$ cat src/ledpwm_pkg.sv
`default_nettype none
package ledpwm_pkg;

    // Clock period of the single system clock (20 MHz)
    localparam int CLK_PERIOD_NS = 50;

    // Register indices; byte address is four times the index
    localparam logic [7:0] IDX_MODE_CONFIG_TWO = 8'h01;
    localparam logic [7:0] IDX_CHANNEL_DUTY0 = 8'h02;
    localparam logic [7:0] IDX_GROUP_DUTY = 8'h06;
    localparam logic [7:0] IDX_GROUP_PERIOD = 8'h07;
    localparam logic [7:0] IDX_LED_STATE_SELECT = 8'h08;
    localparam logic [7:0] IDX_OUTPUT_STATUS = 8'h0D;
    localparam int NUM_CHANNELS = 4;

    // Field positions in mode_config_two
    localparam int BIT_DRIVE_TYPE = 0;
    localparam int BIT_INVERT = 1;
    localparam int BIT_DIM_BLINK = 2;
    localparam logic [7:0] MODE_WRITE_MASK = 8'h07;

    // Reset values
    localparam logic [7:0] RST_MODE_CONFIG_TWO = 8'h00;
    localparam logic [7:0] RST_CHANNEL_DUTY = 8'h00;
    localparam logic [7:0] RST_GROUP_DUTY = 8'h00;
    localparam logic [7:0] RST_GROUP_PERIOD = 8'h00;
    localparam logic [7:0] RST_LED_STATE_SELECT = 8'h00;

    // Channel state field encodings
    localparam logic [1:0] ST_OFF = 2'h0;
    localparam logic [1:0] ST_ON = 2'h1;
    localparam logic [1:0] ST_INDIV = 2'h2;
    localparam logic [1:0] ST_GROUP = 2'h3;

    // Individual PWM period 640 us (1.5625 kHz), 256 steps per period
    localparam int IND_PWM_PERIOD_NS = 640000;
    localparam int IND_STEPS = 256;
    localparam int IND_TICK_CYCLES = IND_PWM_PERIOD_NS / (CLK_PERIOD_NS * IND_STEPS);

    // Group dimming period 1/190 Hz, 16 steps per period
    localparam int DIM_PERIOD_NS = 5263157;
    localparam int DIM_STEPS = 16;
    localparam int DIM_TICK_CYCLES = DIM_PERIOD_NS / (CLK_PERIOD_NS * DIM_STEPS);

    // Blink base period 1/24 s, times (code + 1), 256 steps per period
    localparam int BLINK_UNIT_NS = 41666666;
    localparam int BLINK_STEPS = 256;
    localparam int BLINK_UNIT_CYCLES = BLINK_UNIT_NS / (CLK_PERIOD_NS * BLINK_STEPS);

    // Codes up to this value blink at 6 Hz or faster
    localparam logic [7:0] FAST_BLINK_MAX_CODE = 8'h03;

endpackage : ledpwm_pkg
`default_nettype wire

$ cat src/ledpwm_top.sv
// What this block does
// [RQ1] Per-channel 8-bit PWM at 1.5625 kHz
// [RQ2] Shared 190 Hz dimming with 16 steps
// [RQ3] Shared blink, 8-bit period, 64/256 duty steps
// [RQ4] One group signal, dim or blink, shared
// [RQ5] State 10 follows individual PWM only
// [RQ6] Dimming: 6.25 kHz 64-step PWM plus dimmer
// [RQ7] Fast blink uses 64-step group duty
// [RQ8] Slow blink uses 256-step group duty
// [RQ9] Invert bit complements state and PWM sense
// [RQ10] Drive bit zero keeps upper transistor off
// [RQ11] Off state transistor mapping by invert/drive
// [RQ12] On state transistor mapping by invert/drive
// [RQ13] Open-drain PWM switches lower transistor only
// [RQ14] Totem-pole PWM drives transistors complementarily
// [RQ15] Controller picks invert=1 drive=1 for N-type
// [RQ16] Controller picks invert=0 drive=1 for P-type
// [RQ17] Controller keeps invert=0 for direct LEDs
// [RQ18] State codes: off, on, PWM, PWM+group
// [RQ19] Blink period is (code+1)/24 seconds
// [RQ20] Period code ignored while dimming
// [RQ21] Slow blink duty is code over 256
// [RQ22] Group state ANDs individual and group
// [RQ23] All counters share one clock base
//
// Design decisions made here: the placing of the registers and the APB slave port.
`timescale 1ns/1ps
`default_nettype none

module ledpwm_top #(
    // Dimmer step length in cycles; shorten for simulation
    parameter int DIM_TICK = ledpwm_pkg::DIM_TICK_CYCLES
) (
    // Clock and reset
    input wire logic clk,
    input wire logic rst,
    // APB slave
    input wire logic psel,
    input wire logic penable,
    input wire logic pwrite,
    input wire logic [31:0] paddr,
    input wire logic [31:0] pwdata,
    output logic [31:0] prdata,
    output logic pready,
    output logic pslverr,
    // LED pins: level, active-low output enable
    output logic [3:0] led_output_pin,
    output logic [3:0] led_output_pin_oe_n
);

    // Software-visible registers
    logic [7:0] mode_config_two;
    logic [7:0] channel_duty [4];
    logic [7:0] group_duty;
    logic [7:0] group_period;
    logic [7:0] led_state_select;
    logic [7:0] next_mode_config_two;
    logic [7:0] next_channel_duty [4];
    logic [7:0] next_group_duty;
    logic [7:0] next_group_period;
    logic [7:0] next_led_state_select;
    // Registered bus answers
    logic [31:0] next_prdata;
    logic next_pslverr;

    // Timebase counters
    logic [7:0] ind_div;
    logic [7:0] ind_cnt;
    logic [15:0] dim_div;
    logic [3:0] dim_cnt;
    logic [11:0] blink_div;
    logic [7:0] blink_mul;
    logic [7:0] blink_cnt;
    logic [7:0] next_ind_div;
    logic [7:0] next_ind_cnt;
    logic [15:0] next_dim_div;
    logic [3:0] next_dim_cnt;
    logic [11:0] next_blink_div;
    logic [7:0] next_blink_mul;
    logic [7:0] next_blink_cnt;

    // Pin stage
    logic [3:0] next_led_output_pin;
    logic [3:0] next_led_output_pin_oe_n;

    // Register index decoded from the byte address
    logic [7:0] reg_idx;
    logic addr_ok;
    logic idx_mapped;

    // Mode bits
    logic dim_blink_select;
    logic output_invert;
    logic output_drive_type;
    logic group_active;

    // Duty compare: counter below duty means active
    function automatic logic duty_hit(input logic [7:0] cnt, input logic [7:0] duty);
        duty_hit = (cnt < duty);
    endfunction : duty_hit

    assign reg_idx = paddr[9:2];
    assign addr_ok = (paddr[1:0] == 2'h0) && (paddr[31:10] == 22'h0);
    assign idx_mapped = addr_ok && (reg_idx == ledpwm_pkg::IDX_MODE_CONFIG_TWO ||
        (reg_idx >= ledpwm_pkg::IDX_CHANNEL_DUTY0 && reg_idx <= ledpwm_pkg::IDX_LED_STATE_SELECT) ||
        reg_idx == ledpwm_pkg::IDX_OUTPUT_STATUS);
    assign dim_blink_select = mode_config_two[ledpwm_pkg::BIT_DIM_BLINK];
    assign output_invert = mode_config_two[ledpwm_pkg::BIT_INVERT];
    assign output_drive_type = mode_config_two[ledpwm_pkg::BIT_DRIVE_TYPE];

    // Zero wait states: answer data is captured in the setup cycle
    assign pready = 1'b1;

    // Register writes in the access phase, read data captured in setup
    always_comb begin
        next_mode_config_two = mode_config_two;
        next_group_duty = group_duty;
        next_group_period = group_period;
        next_led_state_select = led_state_select;
        for (int i = 0; i < 4; i++) begin
            next_channel_duty[i] = channel_duty[i];
        end
        next_prdata = prdata;
        next_pslverr = pslverr;
        if (psel && !penable) begin
            // Setup: prepare the answer for the access cycle
            next_pslverr = !idx_mapped;
            next_prdata = 32'h0000_0000;
            if (idx_mapped && !pwrite) begin
                case (reg_idx)
                    ledpwm_pkg::IDX_MODE_CONFIG_TWO: next_prdata[7:0] = mode_config_two;
                    ledpwm_pkg::IDX_GROUP_DUTY: next_prdata[7:0] = group_duty;
                    ledpwm_pkg::IDX_GROUP_PERIOD: next_prdata[7:0] = group_period;
                    ledpwm_pkg::IDX_LED_STATE_SELECT: next_prdata[7:0] = led_state_select;
                    ledpwm_pkg::IDX_OUTPUT_STATUS: next_prdata[7:0] = {led_output_pin_oe_n, led_output_pin};
                    default: next_prdata[7:0] = channel_duty[2'(reg_idx - ledpwm_pkg::IDX_CHANNEL_DUTY0)];
                endcase
            end
        end else if (psel && penable && pwrite && idx_mapped) begin
            // Access: write takes effect; status register is read-only
            case (reg_idx)
                ledpwm_pkg::IDX_MODE_CONFIG_TWO: next_mode_config_two = pwdata[7:0] & ledpwm_pkg::MODE_WRITE_MASK;
                ledpwm_pkg::IDX_GROUP_DUTY: next_group_duty = pwdata[7:0];
                ledpwm_pkg::IDX_GROUP_PERIOD: next_group_period = pwdata[7:0];
                ledpwm_pkg::IDX_LED_STATE_SELECT: next_led_state_select = pwdata[7:0];
                ledpwm_pkg::IDX_OUTPUT_STATUS: next_group_duty = group_duty;
                default: next_channel_duty[2'(reg_idx - ledpwm_pkg::IDX_CHANNEL_DUTY0)] = pwdata[7:0];
            endcase
        end
    end

    // Register file and bus answer flops
    always_ff @(posedge clk) begin
        if (rst) begin
            // [RQ18] Channels start off
            mode_config_two <= ledpwm_pkg::RST_MODE_CONFIG_TWO;
            group_duty <= ledpwm_pkg::RST_GROUP_DUTY;
            group_period <= ledpwm_pkg::RST_GROUP_PERIOD;
            led_state_select <= ledpwm_pkg::RST_LED_STATE_SELECT;
            for (int i = 0; i < 4; i++) begin
                channel_duty[i] <= ledpwm_pkg::RST_CHANNEL_DUTY;
            end
            prdata <= 32'h0000_0000;
            pslverr <= 1'b0;
        end else begin
            mode_config_two <= next_mode_config_two;
            group_duty <= next_group_duty;
            group_period <= next_group_period;
            led_state_select <= next_led_state_select;
            for (int i = 0; i < 4; i++) begin
                channel_duty[i] <= next_channel_duty[i];
            end
            prdata <= next_prdata;
            pslverr <= next_pslverr;
        end
    end

    // Timebases: all run from clk, so channels keep a common phase
    always_comb begin
        next_ind_div = ind_div;
        next_ind_cnt = ind_cnt;
        next_dim_div = dim_div;
        next_dim_cnt = dim_cnt;
        next_blink_div = blink_div;
        next_blink_mul = blink_mul;
        next_blink_cnt = blink_cnt;
        // [RQ23] Shared step tick
        // [RQ1] 256 steps per 1.5625 kHz period
        if (ind_div == 8'(ledpwm_pkg::IND_TICK_CYCLES - 1)) begin
            next_ind_div = 8'h00;
            next_ind_cnt = ind_cnt + 8'h01;
        end else begin
            next_ind_div = ind_div + 8'h01;
        end
        // [RQ2] 16 steps per 190 Hz period
        if (dim_div >= 16'(DIM_TICK - 1)) begin
            next_dim_div = 16'h0000;
            next_dim_cnt = dim_cnt + 4'h1;
        end else begin
            next_dim_div = dim_div + 16'h0001;
        end
        // [RQ3] Programmable blink timebase
        // [RQ19] Step length (code+1) units, 256 steps
        if (blink_div == 12'(ledpwm_pkg::BLINK_UNIT_CYCLES - 1)) begin
            next_blink_div = 12'h000;
            if (blink_mul >= group_period) begin
                next_blink_mul = 8'h00;
                next_blink_cnt = blink_cnt + 8'h01;
            end else begin
                next_blink_mul = blink_mul + 8'h01;
            end
        end else begin
            next_blink_div = blink_div + 12'h001;
        end
    end

    // Timebase flops
    always_ff @(posedge clk) begin
        if (rst) begin
            ind_div <= 8'h00;
            ind_cnt <= 8'h00;
            dim_div <= 16'h0000;
            dim_cnt <= 4'h0;
            blink_div <= 12'h000;
            blink_mul <= 8'h00;
            blink_cnt <= 8'h00;
        end else begin
            ind_div <= next_ind_div;
            ind_cnt <= next_ind_cnt;
            dim_div <= next_dim_div;
            dim_cnt <= next_dim_cnt;
            blink_div <= next_blink_div;
            blink_mul <= next_blink_mul;
            blink_cnt <= next_blink_cnt;
        end
    end

    // Shared group signal: dimmer or blinker, never both
    always_comb begin
        // [RQ4] One group source for all channels
        if (!dim_blink_select) begin
            // [RQ20] Period code unused while dimming
            group_active = ({4'h0, dim_cnt} < {4'h0, group_duty[7:4]});
        end else if (group_period <= ledpwm_pkg::FAST_BLINK_MAX_CODE) begin
            // [RQ7] Fast blink 64-step duty
            group_active = duty_hit(blink_cnt, {group_duty[7:2], 2'h0});
        end else begin
            // [RQ8] Slow blink 256-step duty
            // [RQ21] Full code over 256
            group_active = duty_hit(blink_cnt, group_duty);
        end
    end

    // Per-channel state and transistor mapping
    always_comb begin
        logic on_level;
        logic lower_on;
        logic upper_on;
        on_level = 1'b0;
        lower_on = 1'b0;
        upper_on = 1'b0;
        for (int i = 0; i < 4; i++) begin
            // [RQ18] Decode the channel state field
            case (led_state_select[2*i +: 2])
                ledpwm_pkg::ST_OFF: on_level = 1'b0;
                ledpwm_pkg::ST_ON: on_level = 1'b1;
                // [RQ5] Individual PWM only
                ledpwm_pkg::ST_INDIV: on_level = duty_hit(ind_cnt, channel_duty[i]);
                // [RQ22] Individual AND group
                ledpwm_pkg::ST_GROUP: begin
                    if (!dim_blink_select) begin
                        // [RQ6] 64 steps at 6.25 kHz under the dimmer
                        on_level = duty_hit({2'h0, ind_cnt[5:0]}, {2'h0, channel_duty[i][7:2]}) && group_active;
                    end else begin
                        on_level = duty_hit(ind_cnt, channel_duty[i]) && group_active;
                    end
                end
                default: on_level = 1'b0;
            endcase
            // [RQ9] Invert complements the active level
            // [RQ11] Off: lower on only when inverted
            // [RQ12] On: lower on only when not inverted
            lower_on = on_level ^ output_invert;
            // [RQ10] Open-drain never sources
            // [RQ13] Drive zero switches the lower device
            // [RQ14] Totem-pole drives complementarily
            upper_on = output_drive_type && !lower_on;
            next_led_output_pin[i] = upper_on;
            next_led_output_pin_oe_n[i] = !(lower_on || upper_on);
        end
    end

    // Output pin flops; released (high-Z) during reset
    always_ff @(posedge clk) begin
        if (rst) begin
            led_output_pin <= 4'h0;
            led_output_pin_oe_n <= 4'hF;
        end else begin
            led_output_pin <= next_led_output_pin;
            led_output_pin_oe_n <= next_led_output_pin_oe_n;
        end
    end

endmodule : ledpwm_top

`default_nettype wire

$ cat config.mk
export PLATFORM = sky130hd
export DESIGN_NAME = ledpwm_top
export DESIGN_NICKNAME = d
export VERILOG_FILES = /design/src/ledpwm_pkg.sv /design/src/ledpwm_top.sv
export SDC_FILE = /design/constraint.sdc
export NUM_CORES = 1
export LEC_CHECK = 0
export BUFFER_PORTS_ARGS = -buffer_cell sky130_fd_sc_hd__buf_2
export CORE_UTILIZATION = 55
export CTS_BUF_LIST = sky130_fd_sc_hd__clkbuf_2 sky130_fd_sc_hd__clkbuf_4 sky130_fd_sc_hd__clkbuf_8
export CTS_CLUSTER_DIAMETER = 200
export DETAILED_ROUTE_END_ITERATION = 10
export GPL_TIMING_DRIVEN = 0
export PLACE_DENSITY = 0.77
export SLEW_MARGIN = 25
export SYNTH_ARGS = -nofsm -noshare
export SYNTH_HDL_FRONTEND = slang
export SYNTH_SLANG_ARGS = --single-unit
export TNS_END_PERCENT = 10
$ cat constraint.sdc
create_clock -name clk -period 3.02 [get_ports clk]
set_clock_uncertainty 0.15 [all_clocks]
set_input_delay 0.453 -clock clk [delete_from_list [all_inputs] [get_ports clk]]
set_output_delay 0.453 -clock clk [all_outputs]
set_load 0.05 [all_outputs]
=== After elaboration in Yosys (flattened, before gate mapping) ===
Memory sizes are Yosys's and may differ from the RTL's.
Index checks and enable logic that the tools add are counted.

* Bits of input ports: 69
* Flip-flop bits (word level): 108
* Memory bits (writable): 32
* Word-level logic and storage cells: 150
* Output and inout port bits: 42
* Memories kept: 1

* Bitwise logic cells: 10
* Equality and inequality tests: 19
* Muxes and demuxes: 26
* Add/subtract/negate cells: 8
* Order comparisons: 18
* Reductions and logical operators: 53

{| class="wikitable"
|+ Memory list
! memory !! words !! width !! rd ports !! clocked after memory_dff !! wr ports !! RTL line !! text
|-
| channel_duty || 4 || 8 || 5 || 0 || 4 || ledpwm_top.sv:53 || <nowiki>logic [7:0] channel_duty [4];</nowiki>
|}

{| class="wikitable"
|+ Operator list
! cell !! number
|-
| 32-bit 2-to-1 mux || 3
|-
| 8-bit 2-to-1 mux || 7
|-
| 8-bit < comparator || 6
|-
| 8-bit one-hot mux with 5 select lines || 1
|-
| 8-bit by 1-bit adder with 8-bit output (second input constant) || 4
|-
| 32-bit bitwise mux || 1
|-
| 6-bit < comparator || 4
|-
| 22-bit logical NOT || 1
|-
| 1-bit logical AND || 21
|-
| 16-bit by 1-bit adder with 16-bit output (second input constant) || 1
|-
| 8-bit demux with 2-bit select || 1
|-
| 2-bit == test (second input constant) || 8
|-
| 8-bit by 3-bit == test with 1-bit output (second input constant) || 2
|-
| 8-bit by 4-bit == test with 1-bit output (second input constant) || 2
|-
| 16-bit by 13-bit greater-or-equal comparator with 1-bit output (second input constant) || 1
|-
| 1-bit one-hot mux with 4 select lines || 4
|-
| 12-bit by 1-bit adder with 12-bit output (second input constant) || 1
|-
| 12-bit == test (second input constant) || 1
|-
| 3-bit AND reduction || 4
|-
| 1-bit logical NOT || 11
|-
| 2-bit logical NOT || 5
|-
| 1-bit 2-to-1 mux || 9
|-
| 2-bit by 1-bit == test with 1-bit output (second input constant) || 4
|-
| 8-bit by 1-bit == test with 1-bit output (second input constant) || 1
|-
| 18 further kinds || 31
|}

=== Logic depth before layout (Yosys ltp) ===
Gate-level depths: netlist of run 1.

* Depth in word-level cells: 11
* Depth in mapped cells: 9
* Depth with buffers taken out: 9

=== Worst setup path before layout of run 1 ===
Ideal clock, no wire load.

* Kind: in2reg
* Start point: input paddr[27]
* End point: memory channel_duty[0][7]
* Arrival: 2039 ps
* Setup time: 128 ps
* Data required time: 2742 ps
* Stages: 8
* Path buffers: 1
* Slack: 703 ps
* Cells stage by stage: nor4_1 nand4_1 nor2_1 nand3_2 or4b_1 buf_4 mux2i_1 nor2_1

{| class="wikitable"
|+ RTL lines
! item !! RTL line !! text
|-
| start, declared || ledpwm_top.sv:41 || <nowiki>input wire logic [31:0] paddr,</nowiki>
|-
| end, declared || ledpwm_top.sv:53 ||
|}

=== Final worst setup path of run 1 ===
* Start point: register group_duty[2]
* End point: register led_output_pin[2]

* Longest elaborated chain between the ends: 9
* Elaborated cells on any way between the ends: 11
* Those cells by class: 2 x order compare; 4 x mux; 1 x bitwise; 4 x reduce/logical

{| class="wikitable"
|+ RTL lines
! item !! RTL line !! text
|-
| start, declared || ledpwm_top.sv:54 || <nowiki>logic [7:0] group_duty;</nowiki>
|-
| start signal, assigned || ledpwm_top.sv:157 || <nowiki>group_duty <= ledpwm_pkg::RST_GROUP_DUTY;</nowiki>
|-
| start signal, assigned || ledpwm_top.sv:167 || <nowiki>group_duty <= next_group_duty;</nowiki>
|-
| 8-bit < comparator || ledpwm_top.sv:99 || <nowiki>duty_hit = (cnt < duty);</nowiki>
|-
| 1-bit 2-to-1 mux (*) || ledpwm_top.sv:244 || <nowiki>end else if (group_period <= ledpwm_pkg::FAST_BLINK_MAX_CODE) begin</nowiki>
|-
| 1-bit 2-to-1 mux (*) || ledpwm_top.sv:241 || <nowiki>if (!dim_blink_select) begin</nowiki>
|-
| 1-bit logical AND, on equally long branches || ledpwm_top.sv:273, ledpwm_top.sv:275 ||
|-
| 1-bit 2-to-1 mux (*) || ledpwm_top.sv:271 || <nowiki>if (!dim_blink_select) begin</nowiki>
|-
| 1-bit one-hot mux with 4 select lines (*) || ledpwm_top.sv:264 || <nowiki>case (led_state_select[2*i +: 2])</nowiki>
|-
| 1-bit XOR (*) || ledpwm_top.sv:283 || <nowiki>lower_on = on_level ^ output_invert;</nowiki>
|-
| 1-bit logical NOT (*) || ledpwm_top.sv:287 || <nowiki>upper_on = output_drive_type && !lower_on;</nowiki>
|-
| 1-bit logical AND (*) || ledpwm_top.sv:287 ||
|-
| end signal, assigned || ledpwm_top.sv:299 || <nowiki>led_output_pin <= next_led_output_pin;</nowiki>
|-
| end, declared || ledpwm_top.sv:47 || <nowiki>output logic [3:0] led_output_pin,</nowiki>
|}

Every way passes the cells marked *; elsewhere a longest branch is shown, timed or not.
A chain may end at the register's enable or synchronous reset.

==> results of run 1 <==
[power by group through the flow]
stage	Combinational (mW)	Clock, mW	Sequential (mW)
after detailed placement	0.269	0	1.92
after CTS	0.270	1.79	1.87
final	0.271	1.77	1.87
after global placement	0.266	0	1.92
after global routing	0.293	1.87	1.88
after floorplan	0.191	0	1.92
[cells by family (layout without fill, tap and decap cells)]
family | after synthesis | in the layout | share of synthesized area (%)
buf+inv | 113 | 197 | 6.69
other cells | 2 | 28 | 0.0942
compound gates | 119 | 119 | 9.79
simple gates | 309 | 309 | 20.0
flops | 140 | 140 | 35.2
xor+xnor | 45 | 45 | 4.94
fa+ha+maj | 78 | 78 | 12.2
mux | 78 | 78 | 11.1
[layer usage]
layer  part of all wire, %  routed length [um]  vias up
met1                    44                8400     3013
li1                      -                   -     3247
met3                   6.8                1280       49
met2                    45                8620      219
met5                     0                   0        -
met4                   3.5                 667        0
[flip-flops by register name, indices dropped and copies added (netlist names), 8 cells and up]
name,flops
blink_div,12
led_state_select,8
group_duty,8
ind_cnt,8
group_period,8
blink_mul,8
channel_duty,32
blink_cnt,8
dim_div,16
ind_div,8
prdata,8
[cell type report]
class / instances / area, um2 / share of cell area, %
Buffer: 58 / 327 / 3.61
Clock buffer: 20 / 275 / 3.05
Clock inverter: 10 / 188 / 2.08
Inverter: 55 / 206 / 2.29
Multi-Input combinational cell: 657 / 4740 / 52.5
Sequential cell: 140 / 2800 / 31.0
Tap cell: 180 / 225 / 2.49
Timing Repair Buffer: 54 / 270 / 2.99
[worst min-delay path: stages]
cell	delay, ns
sky130_fd_sc_hd__buf_2	0.08
sky130_fd_sc_hd__nor2b_1	0.07
sky130_fd_sc_hd__nor2_1	0.09
sky130_fd_sc_hd__a311oi_1	0.05
[cells in the final DEF (no fill, tap or decap), types with 5 or more instances in the layout]
master,n
sky130_fd_sc_hd__nor2b_1,18
sky130_fd_sc_hd__nand2b_1,13
sky130_fd_sc_hd__nand2_1,36
sky130_fd_sc_hd__xor2_1,23
sky130_fd_sc_hd__mux4_2,8
sky130_fd_sc_hd__ha_1,78
sky130_fd_sc_hd__dfxtp_1,140
sky130_fd_sc_hd__conb_1,28
sky130_fd_sc_hd__or3_1,11
sky130_fd_sc_hd__bufinv_16,5
sky130_fd_sc_hd__nor2_1,135
sky130_fd_sc_hd__xnor2_1,22
sky130_fd_sc_hd__buf_4,26
sky130_fd_sc_hd__buf_2,63
sky130_fd_sc_hd__a21o_1,7
sky130_fd_sc_hd__o21bai_1,5
sky130_fd_sc_hd__a221oi_1,8
sky130_fd_sc_hd__clkbuf_8,20
sky130_fd_sc_hd__mux2i_1,70
sky130_fd_sc_hd__o21ai_0,40
sky130_fd_sc_hd__nor3_1,5
sky130_fd_sc_hd__nor4_1,8
sky130_fd_sc_hd__and3_1,13
sky130_fd_sc_hd__nand3_1,20
sky130_fd_sc_hd__a211oi_1,7
sky130_fd_sc_hd__nand4_1,18
sky130_fd_sc_hd__nor3b_1,5
sky130_fd_sc_hd__inv_1,55
sky130_fd_sc_hd__clkbuf_1,21
sky130_fd_sc_hd__a21oi_1,23
[how the worst max path moves through the flow]
stage	startpoint	to	slack, ns	cells past startpoint
2_1_floorplan	paddr[27]	channel_duty[0][7]	0.70	8
3_3_place_gp	group_duty[2]	led_output_pin[2]	-0.05	8
3_5_place_dp	group_duty[2]	led_output_pin[2]	0.20	8
4_1_cts	group_duty[2]	led_output_pin[2]	0.11	8
5_1_grt	dim_div[1]	dim_div[11]	0.16	9
6_report	group_duty[2]	led_output_pin[2]	0.37	8
==> flow_summary.rst, run 1 <==
.. list-table::
   :header-rows: 1

   * - Metric
     - Value
   * - Total cell area at the placement stage
     - 8570 um2
   * - Largest net degree at the start of global routing
     - 17
   * - Cells along the critical path
     - inv_1 > ha_1 > o21ai_0 > a2111oi_2 > o21ai_0 > a41oi_1 > xnor2_1 > nor2_1
   * - Most frequently used cell type in the post-synthesis netlist
     - sky130_fd_sc_hd__dfxtp_1
   * - Pre-CTS setup slack
     - 0.201 ns
   * - Cell Int Power
     - 2.99 mW
   * - Via/cell ratio
     - 5.56
   * - Critical Path AT
     - 2.84 ns
   * - Final count of hold timing violations
     - 0
   * - Worst hold margin
     - 0.187 ns
   * - GRT Util Overall
     - 26.5%
   * - Cell with the largest stage delay on the worst path
     - sky130_fd_sc_hd__a2111oi_2
   * - Hold Path Cell Cnt
     - 4
   * - # DRC
     - 0
   * - First DRT Iteration DRCs
     - 443
   * - Core Area
     - 14000 um2
   * - Post-synth EDFFs
     - 0
   * - Min setup slack post-route
     - 0.372 ns
   * - Met2 global-route usage
     - 42.1%
   * - Total of max-cap violations
     - 0
   * - Layout Cells excl Fill
     - 1174
   * - Post-layout net count
     - 1130
   * - Pleak
     - 3.86 nW
   * - Worst stage delay on the critical path
     - 0.68 ns
   * - Worst R2R Start
     - group_duty[2]
   * - Initial standard-cell utilization of the core
     - 57.0%
   * - Switching share of total power
     - 23.8%
   * - Antenna violations before repair
     - 0
   * - Post-layout instance area
     - 9030 um2
   * - Aggregate global routing overflow
     - 0
   * - Max Transition Viols Final
     - 0
   * - DIE HEIGHT
     - 122 um
   * - Post-layout min period
     - 2.65 ns
   * - Worst R2R Setup Slack
     - 0.37 ns
   * - Cell mode on critical path
     - sky130_fd_sc_hd__o21ai_0
   * - Via count
     - 6528
   * - Die footprint
     - 15000 um2
   * - Number of distinct library cell variants in the gate-level netlist after synthesis
     - 64
   * - Gate count after technology mapping
     - 884
   * - Placer Congestion
     - 0.953
   * - Crit Path Max Fanout
     - 4
   * - Clock network fraction of total power
     - 45.2%
   * - Share of the synthesized area in the top cell type
     - 35.2%
   * - Vias in the first global route
     - 6096
   * - Least-Margin Pin Slew
     - 0.797 ns
   * - Worst hold path startpoint
     - penable
   * - Layout filler cell count
     - 1193
   * - Layout cells sized above 1
     - 14.2%
   * - Number of warning messages in the yosys log
     - 0
   * - HPWL after detailed placement
     - 14.2 mm
   * - Number of cell instances on the worst register-to-register path
     - 8
   * - Clock sink count
     - 140
   * - Path type of the worst setup path
     - flop to flop
   * - Count of final setup violators
     - 0
   * - Status
     - finished clean
   * - H-tree lvl count
     - 4
   * - Crit. End Element
     - flop
   * - Post-Synthesis Cell Area
     - 7970 um2
   * - Power share of the sequential group
     - 47.8%
   * - Clock transition at path regs
     - 0.08 ns
   * - VDD IR-drop max
     - 0.000257 V
   * - Post-CTS setup buffers
     - 0
   * - Number of storage elements in the synthesis netlist
     - 140
   * - Met3 routing resource usage after global routing
     - 6.32%
   * - Antenna fix cells
     - 0
   * - Detail Route Antenna Nets
     - 0
   * - Data required time at the worst endpoint
     - 3.21 ns
   * - Unrepaired setup endpoints after global routing
     - no
   * - Detailed-route wire length
     - 19.0 mm
   * - Core utilization of the finished layout
     - 64.6%
   * - CTS resizes
     - 0
   * - Global-route wire length before repair
     - 30.2 mm
   * - Floorplan die width
     - 122 um
   * - R2R Path End
     - led_output_pin[2]
   * - CTS Buf Count
     - 17
   * - CP top delay family
     - compound AO/OA/AOI/OAI gates
   * - Global routing usage on met1
     - 33.7%
   * - Number of iterations in the first detailed-routing pass
     - 5
   * - Area added between synthesis and finish
     - 13.3%
   * - Count of hold-fix buffers inserted at cts
     - 0
   * - Most congested layer reported by global routing
     - met2
   * - Ys async rst share
     - 0%
   * - Pwr Total
     - 3.92 mW
   * - Highest achievable clock rate
     - 0.378 GHz
   * - Cells taking the most area after synthesis
     - sky130_fd_sc_hd__dfxtp_1 (35%), sky130_fd_sc_hd__ha_1 (12%), sky130_fd_sc_hd__mux2i_1 (8.8%)
   * - Fraction of the cycle the final worst path needs
     - 87.7%
   * - Root buffer selected by CTS
     - sky130_fd_sc_hd__clkbuf_8
   * - Worst Hold End
     - pslverr
   * - Yosys top cell by area
     - sky130_fd_sc_hd__dfxtp_1
   * - Kind of launch point of the worst setup path
     - flop
   * - Clock tree from TritonCTS
     - done
   * - Sw power
     - 0.931 mW
   * - Number of buffer and inverter instances along the worst setup path
     - 1
   * - Clock latency of the later-clocked register in the worst-skew pair
     - 0.47 ns
   * - Total I/O pin count
     - 111
   * - Most numerous cell types in the synthesized netlist
     - sky130_fd_sc_hd__dfxtp_1 (140), sky130_fd_sc_hd__nor2_1 (135), sky130_fd_sc_hd__ha_1 (78), sky130_fd_sc_hd__mux2i_1 (70), sky130_fd_sc_hd__inv_1 (55)
   * - Syn Area/Cell
     - 9.02 um2
   * - Worst rel slew slack
     - 46.9%
   * - Placed Cells incl. Taps
     - 1144
   * - Mean routed wirelength per cell
     - 16.2 um
   * - Cell Pwr Density
     - 434 nW/um2
   * - Count of standard-cell rows
     - 43
   * - Most used flip-flop cell after synthesis
     - sky130_fd_sc_hd__dfxtp_1
   * - Max Buffers Root-to-Sink
     - 2
   * - Setup TNS
     - 0 ns
   * - Logic gate share of total power
     - 6.9%
   * - IO Port Bufs
     - 54
   * - Sequential-to-total area share from yosys stat
     - 35.2%
   * - Worst hold path type
     - primary input to flop
No activity file was read; power rests on OpenSTA's default activity.
==> run 2: changes to the inputs <==
Settings changed: CORE_MARGIN set to 2.
==> run 2 against run 1 <==
Effect of this change:
- die area grew 3.3%
- power shrank 6.3%
- first-iteration DRC count shrank 8.4%
- clock-buffer cell count shrank 1
- critical path depth is the same
- wire length shrank 0.94%
- combinational power is essentially flat
- critical endpoint unchanged
- largest power group unchanged
- highest routed layer unchanged
==> flow_summary.rst, run 2 (synthesis gave the netlist of run 1 again) <==
.. list-table::
   :header-rows: 1

   * - Metric
     - Value
   * - Status
     - finished clean (unchanged)
   * - HPWL after detailed placement
     - 14.1 mm (was 14.2 mm)
   * - Total of max-cap violations
     - 0 (unchanged)
   * - Initial standard-cell utilization of the core
     - 56.8% (was 57.0%)
   * - Max Transition Viols Final
     - 0 (unchanged)
   * - CTS Buf Count
     - 17 (unchanged)
   * - Placed Cells incl. Taps
     - 1144 (unchanged)
   * - Detailed-route wire length
     - 18.8 mm (was 19.0 mm)
   * - Clock latency of the later-clocked register in the worst-skew pair
     - 0.46 ns (was 0.47 ns)
   * - Worst stage delay on the critical path
     - 0.89 ns (was 0.68 ns)
   * - Data required time at the worst endpoint
     - 3.20 ns (was 3.21 ns)
   * - Floorplan die width
     - 124 um (was 122 um)
   * - Most used cells in the layout excluding fill and tap cells
     - sky130_fd_sc_hd__dfxtp_1 (140), sky130_fd_sc_hd__nor2_1 (135), sky130_fd_sc_hd__ha_1 (78) (unchanged)
   * - Least-Margin Pin Slew
     - 0.963 ns (was 0.797 ns)
   * - Critical Path AT
     - 3.00 ns (was 2.84 ns)
   * - Pwr Total
     - 3.67 mW (was 3.92 mW)
   * - Max Buffers Root-to-Sink
     - 2 (unchanged)
   * - Count of final setup violators
     - 0 (unchanged)
   * - Crit. End Element
     - flop (unchanged)
   * - Largest net degree at the start of global routing
     - 17 (unchanged)
   * - Count of hold-fix buffers inserted at cts
     - 0 (unchanged)
   * - Top Registers
     - channel_duty: 32 flops, dim_div: 16 flops, blink_div: 12 flops (unchanged)
   * - DIE HEIGHT
     - 124 um (was 122 um)
   * - First DRT Iteration DRCs
     - 406 (was 443)
   * - CP top delay family
     - compound AO/OA/AOI/OAI gates (unchanged)
   * - Layout cells sized above 1
     - 14.3% (was 14.2%)
   * - Vias in the first global route
     - 6075 (was 6096)
   * - Cell mode on critical path
     - sky130_fd_sc_hd__o21ai_0 (unchanged)
   * - Global-route wire length before repair
     - 30.5 mm (was 30.2 mm)
   * - Final count of hold timing violations
     - 0 (unchanged)
   * - Mean routed wirelength per cell
     - 16.0 um (was 16.2 um)
   * - Root buffer selected by CTS
     - sky130_fd_sc_hd__clkbuf_8 (unchanged)
   * - Antenna fix cells
     - 0 (unchanged)
   * - Worst hold path type
     - primary input to flop (unchanged)
   * - Aggregate global routing overflow
     - 0 (unchanged)
   * - Core Area
     - 14000 um2 (about the same)
   * - Most common library cell in the layout ignoring fill and taps
     - sky130_fd_sc_hd__dfxtp_1 (unchanged)
   * - IO Port Bufs
     - 54 (unchanged)
   * - H-tree lvl count
     - 4 (unchanged)
   * - Via count
     - 6505 (was 6528)
   * - # DRC
     - 0 (unchanged)
   * - Clock transition at path regs
     - 0.08 ns (about the same)
   * - CTS resizes
     - 0 (unchanged)
   * - Flip-flop count of the largest register after layout
     - 32 (unchanged)
   * - Detail Route Antenna Nets
     - 0 (unchanged)
   * - Cells along the critical path
     - inv_1 > ha_1 > o21ai_0 > a2111oi_1 > o21ai_0 > a41oi_1 > xnor2_1 > nor2_1 (was inv_1 > ha_1 > o21ai_0 > a2111oi_2 > o21ai_0 > a41oi_1 > xnor2_1 > nor2_1)
   * - VDD IR-drop max
     - 0.000277 V (was 0.000257 V)
   * - Highest achievable clock rate
     - 0.355 GHz (was 0.378 GHz)
   * - Fraction of the cycle the final worst path needs
     - 93.3% (was 87.7%)
   * - Die footprint
     - 15500 um2 (was 15000 um2)
   * - Count of standard-cell rows
     - 43 (unchanged)
   * - Clock tree from TritonCTS
     - done (unchanged)
   * - Largest register by flop count
     - channel_duty (unchanged)
   * - Pre-CTS setup slack
     - 0.224 ns (was 0.201 ns)
   * - Number of buffer and inverter instances along the worst setup path
     - 1 (unchanged)
   * - Worst hold margin
     - 0.190 ns (was 0.187 ns)
   * - Unrepaired setup endpoints after global routing
     - no (unchanged)
   * - Path type of the worst setup path
     - flop to flop (unchanged)
   * - Min setup slack post-route
     - 0.201 ns (was 0.372 ns)
   * - Pleak
     - 3.83 nW (was 3.86 nW)
   * - Antenna violations before repair
     - 0 (unchanged)
   * - Number of iterations in the first detailed-routing pass
     - 6 (was 5)
   * - Post-layout net count
     - 1130 (unchanged)
   * - Via/cell ratio
     - 5.53 (was 5.56)
   * - GRT Util Overall
     - 24.5% (was 26.5%)
   * - Placer Congestion
     - 0.924 (was 0.953)
   * - Cell with the largest stage delay on the worst path
     - sky130_fd_sc_hd__a2111oi_1 (was sky130_fd_sc_hd__a2111oi_2)
   * - Worst rel slew slack
     - 35.7% (was 46.9%)
   * - Cell Pwr Density
     - 409 nW/um2 (was 434 nW/um2)
   * - Total I/O pin count
     - 111 (unchanged)
   * - Kind of launch point of the worst setup path
     - flop (unchanged)
   * - Post-CTS setup buffers
     - 0 (unchanged)
   * - Post-layout min period
     - 2.82 ns (was 2.65 ns)
   * - Area added between synthesis and finish
     - 12.4% (was 13.3%)
   * - Layout Cells excl Fill
     - 1176 (was 1174)
   * - Clock sink count
     - 140 (unchanged)
   * - Crit Path Max Fanout
     - 4 (unchanged)
## run 2: changes by cell type in the layout (fill, tap and decap cells not counted)
cell,before,now
sky130_fd_sc_hd__clkinv_2,1,4
sky130_fd_sc_hd__clkbuf_8,20,18
sky130_fd_sc_hd__clkbuf_4,0,1
sky130_fd_sc_hd__inv_6,1,3
sky130_fd_sc_hd__a2111oi_1,0,1
sky130_fd_sc_hd__bufinv_16,5,2
sky130_fd_sc_hd__a2111oi_2,1,0
sky130_fd_sc_hd__clkinv_4,1,2
## run 2: per-stage QoR
step,instance area (um2),utilization (%),TNS [ns]
floorplan,8070,-,0
global placement,8560,61.0,-0.0786
detailed placement,8570,61.0,0
CTS,8960,63.8,0
global route,8960,63.8,0
finish,8960,63.8,0
## run 2: where the power goes
group,internal [mW],switching (mW)
logic,0.0845,0.186
registers,1.86,0.0141
clock network,0.767,0.758
total,2.71,0.958
## run 2: cell type report
cell class | count | area (um2)
multi-input combinational | 657 | 4730
sequential | 140 | 2800
timing repair buffer | 54 | 270
inverter | 55 | 206
buffer | 58 | 327
clock buffer | 19 | 255
tap | 180 | 225
fill | 1190 | 5080
clock inverter | 13 | 139
## run 2: per-layer routing
metal,routed length (um),up-vias,track usage (%)
li1,-,3253,-
met1,8520,3008,32.6
met2,8450,213,38.7
met3,1280,31,6.01
met4,537,0,9.25
met5,0,-,0
## run 2: worst paths after layout
path / from / to / slack [ns] / depth (start not counted)
max reg2reg: group_duty[3] / led_output_pin[2] / 0.20 / 8
max: group_duty[3] / led_output_pin[2] / 0.20 / 8
min reg2reg: prdata[2] / prdata[2] / 0.31 / 2
min: penable / pslverr / 0.19 / 4
## run 2: worst register-to-register path, cell delays in order (launching register included)
cell and delay (ns):
sky130_fd_sc_hd__dfxtp_1 0.37, sky130_fd_sc_hd__inv_1 0.08, sky130_fd_sc_hd__ha_1 0.30, sky130_fd_sc_hd__o21ai_0 0.08
sky130_fd_sc_hd__a2111oi_1 0.89, sky130_fd_sc_hd__o21ai_0 0.23, sky130_fd_sc_hd__a41oi_1 0.28, sky130_fd_sc_hd__xnor2_1 0.20
sky130_fd_sc_hd__nor2_1 0.11
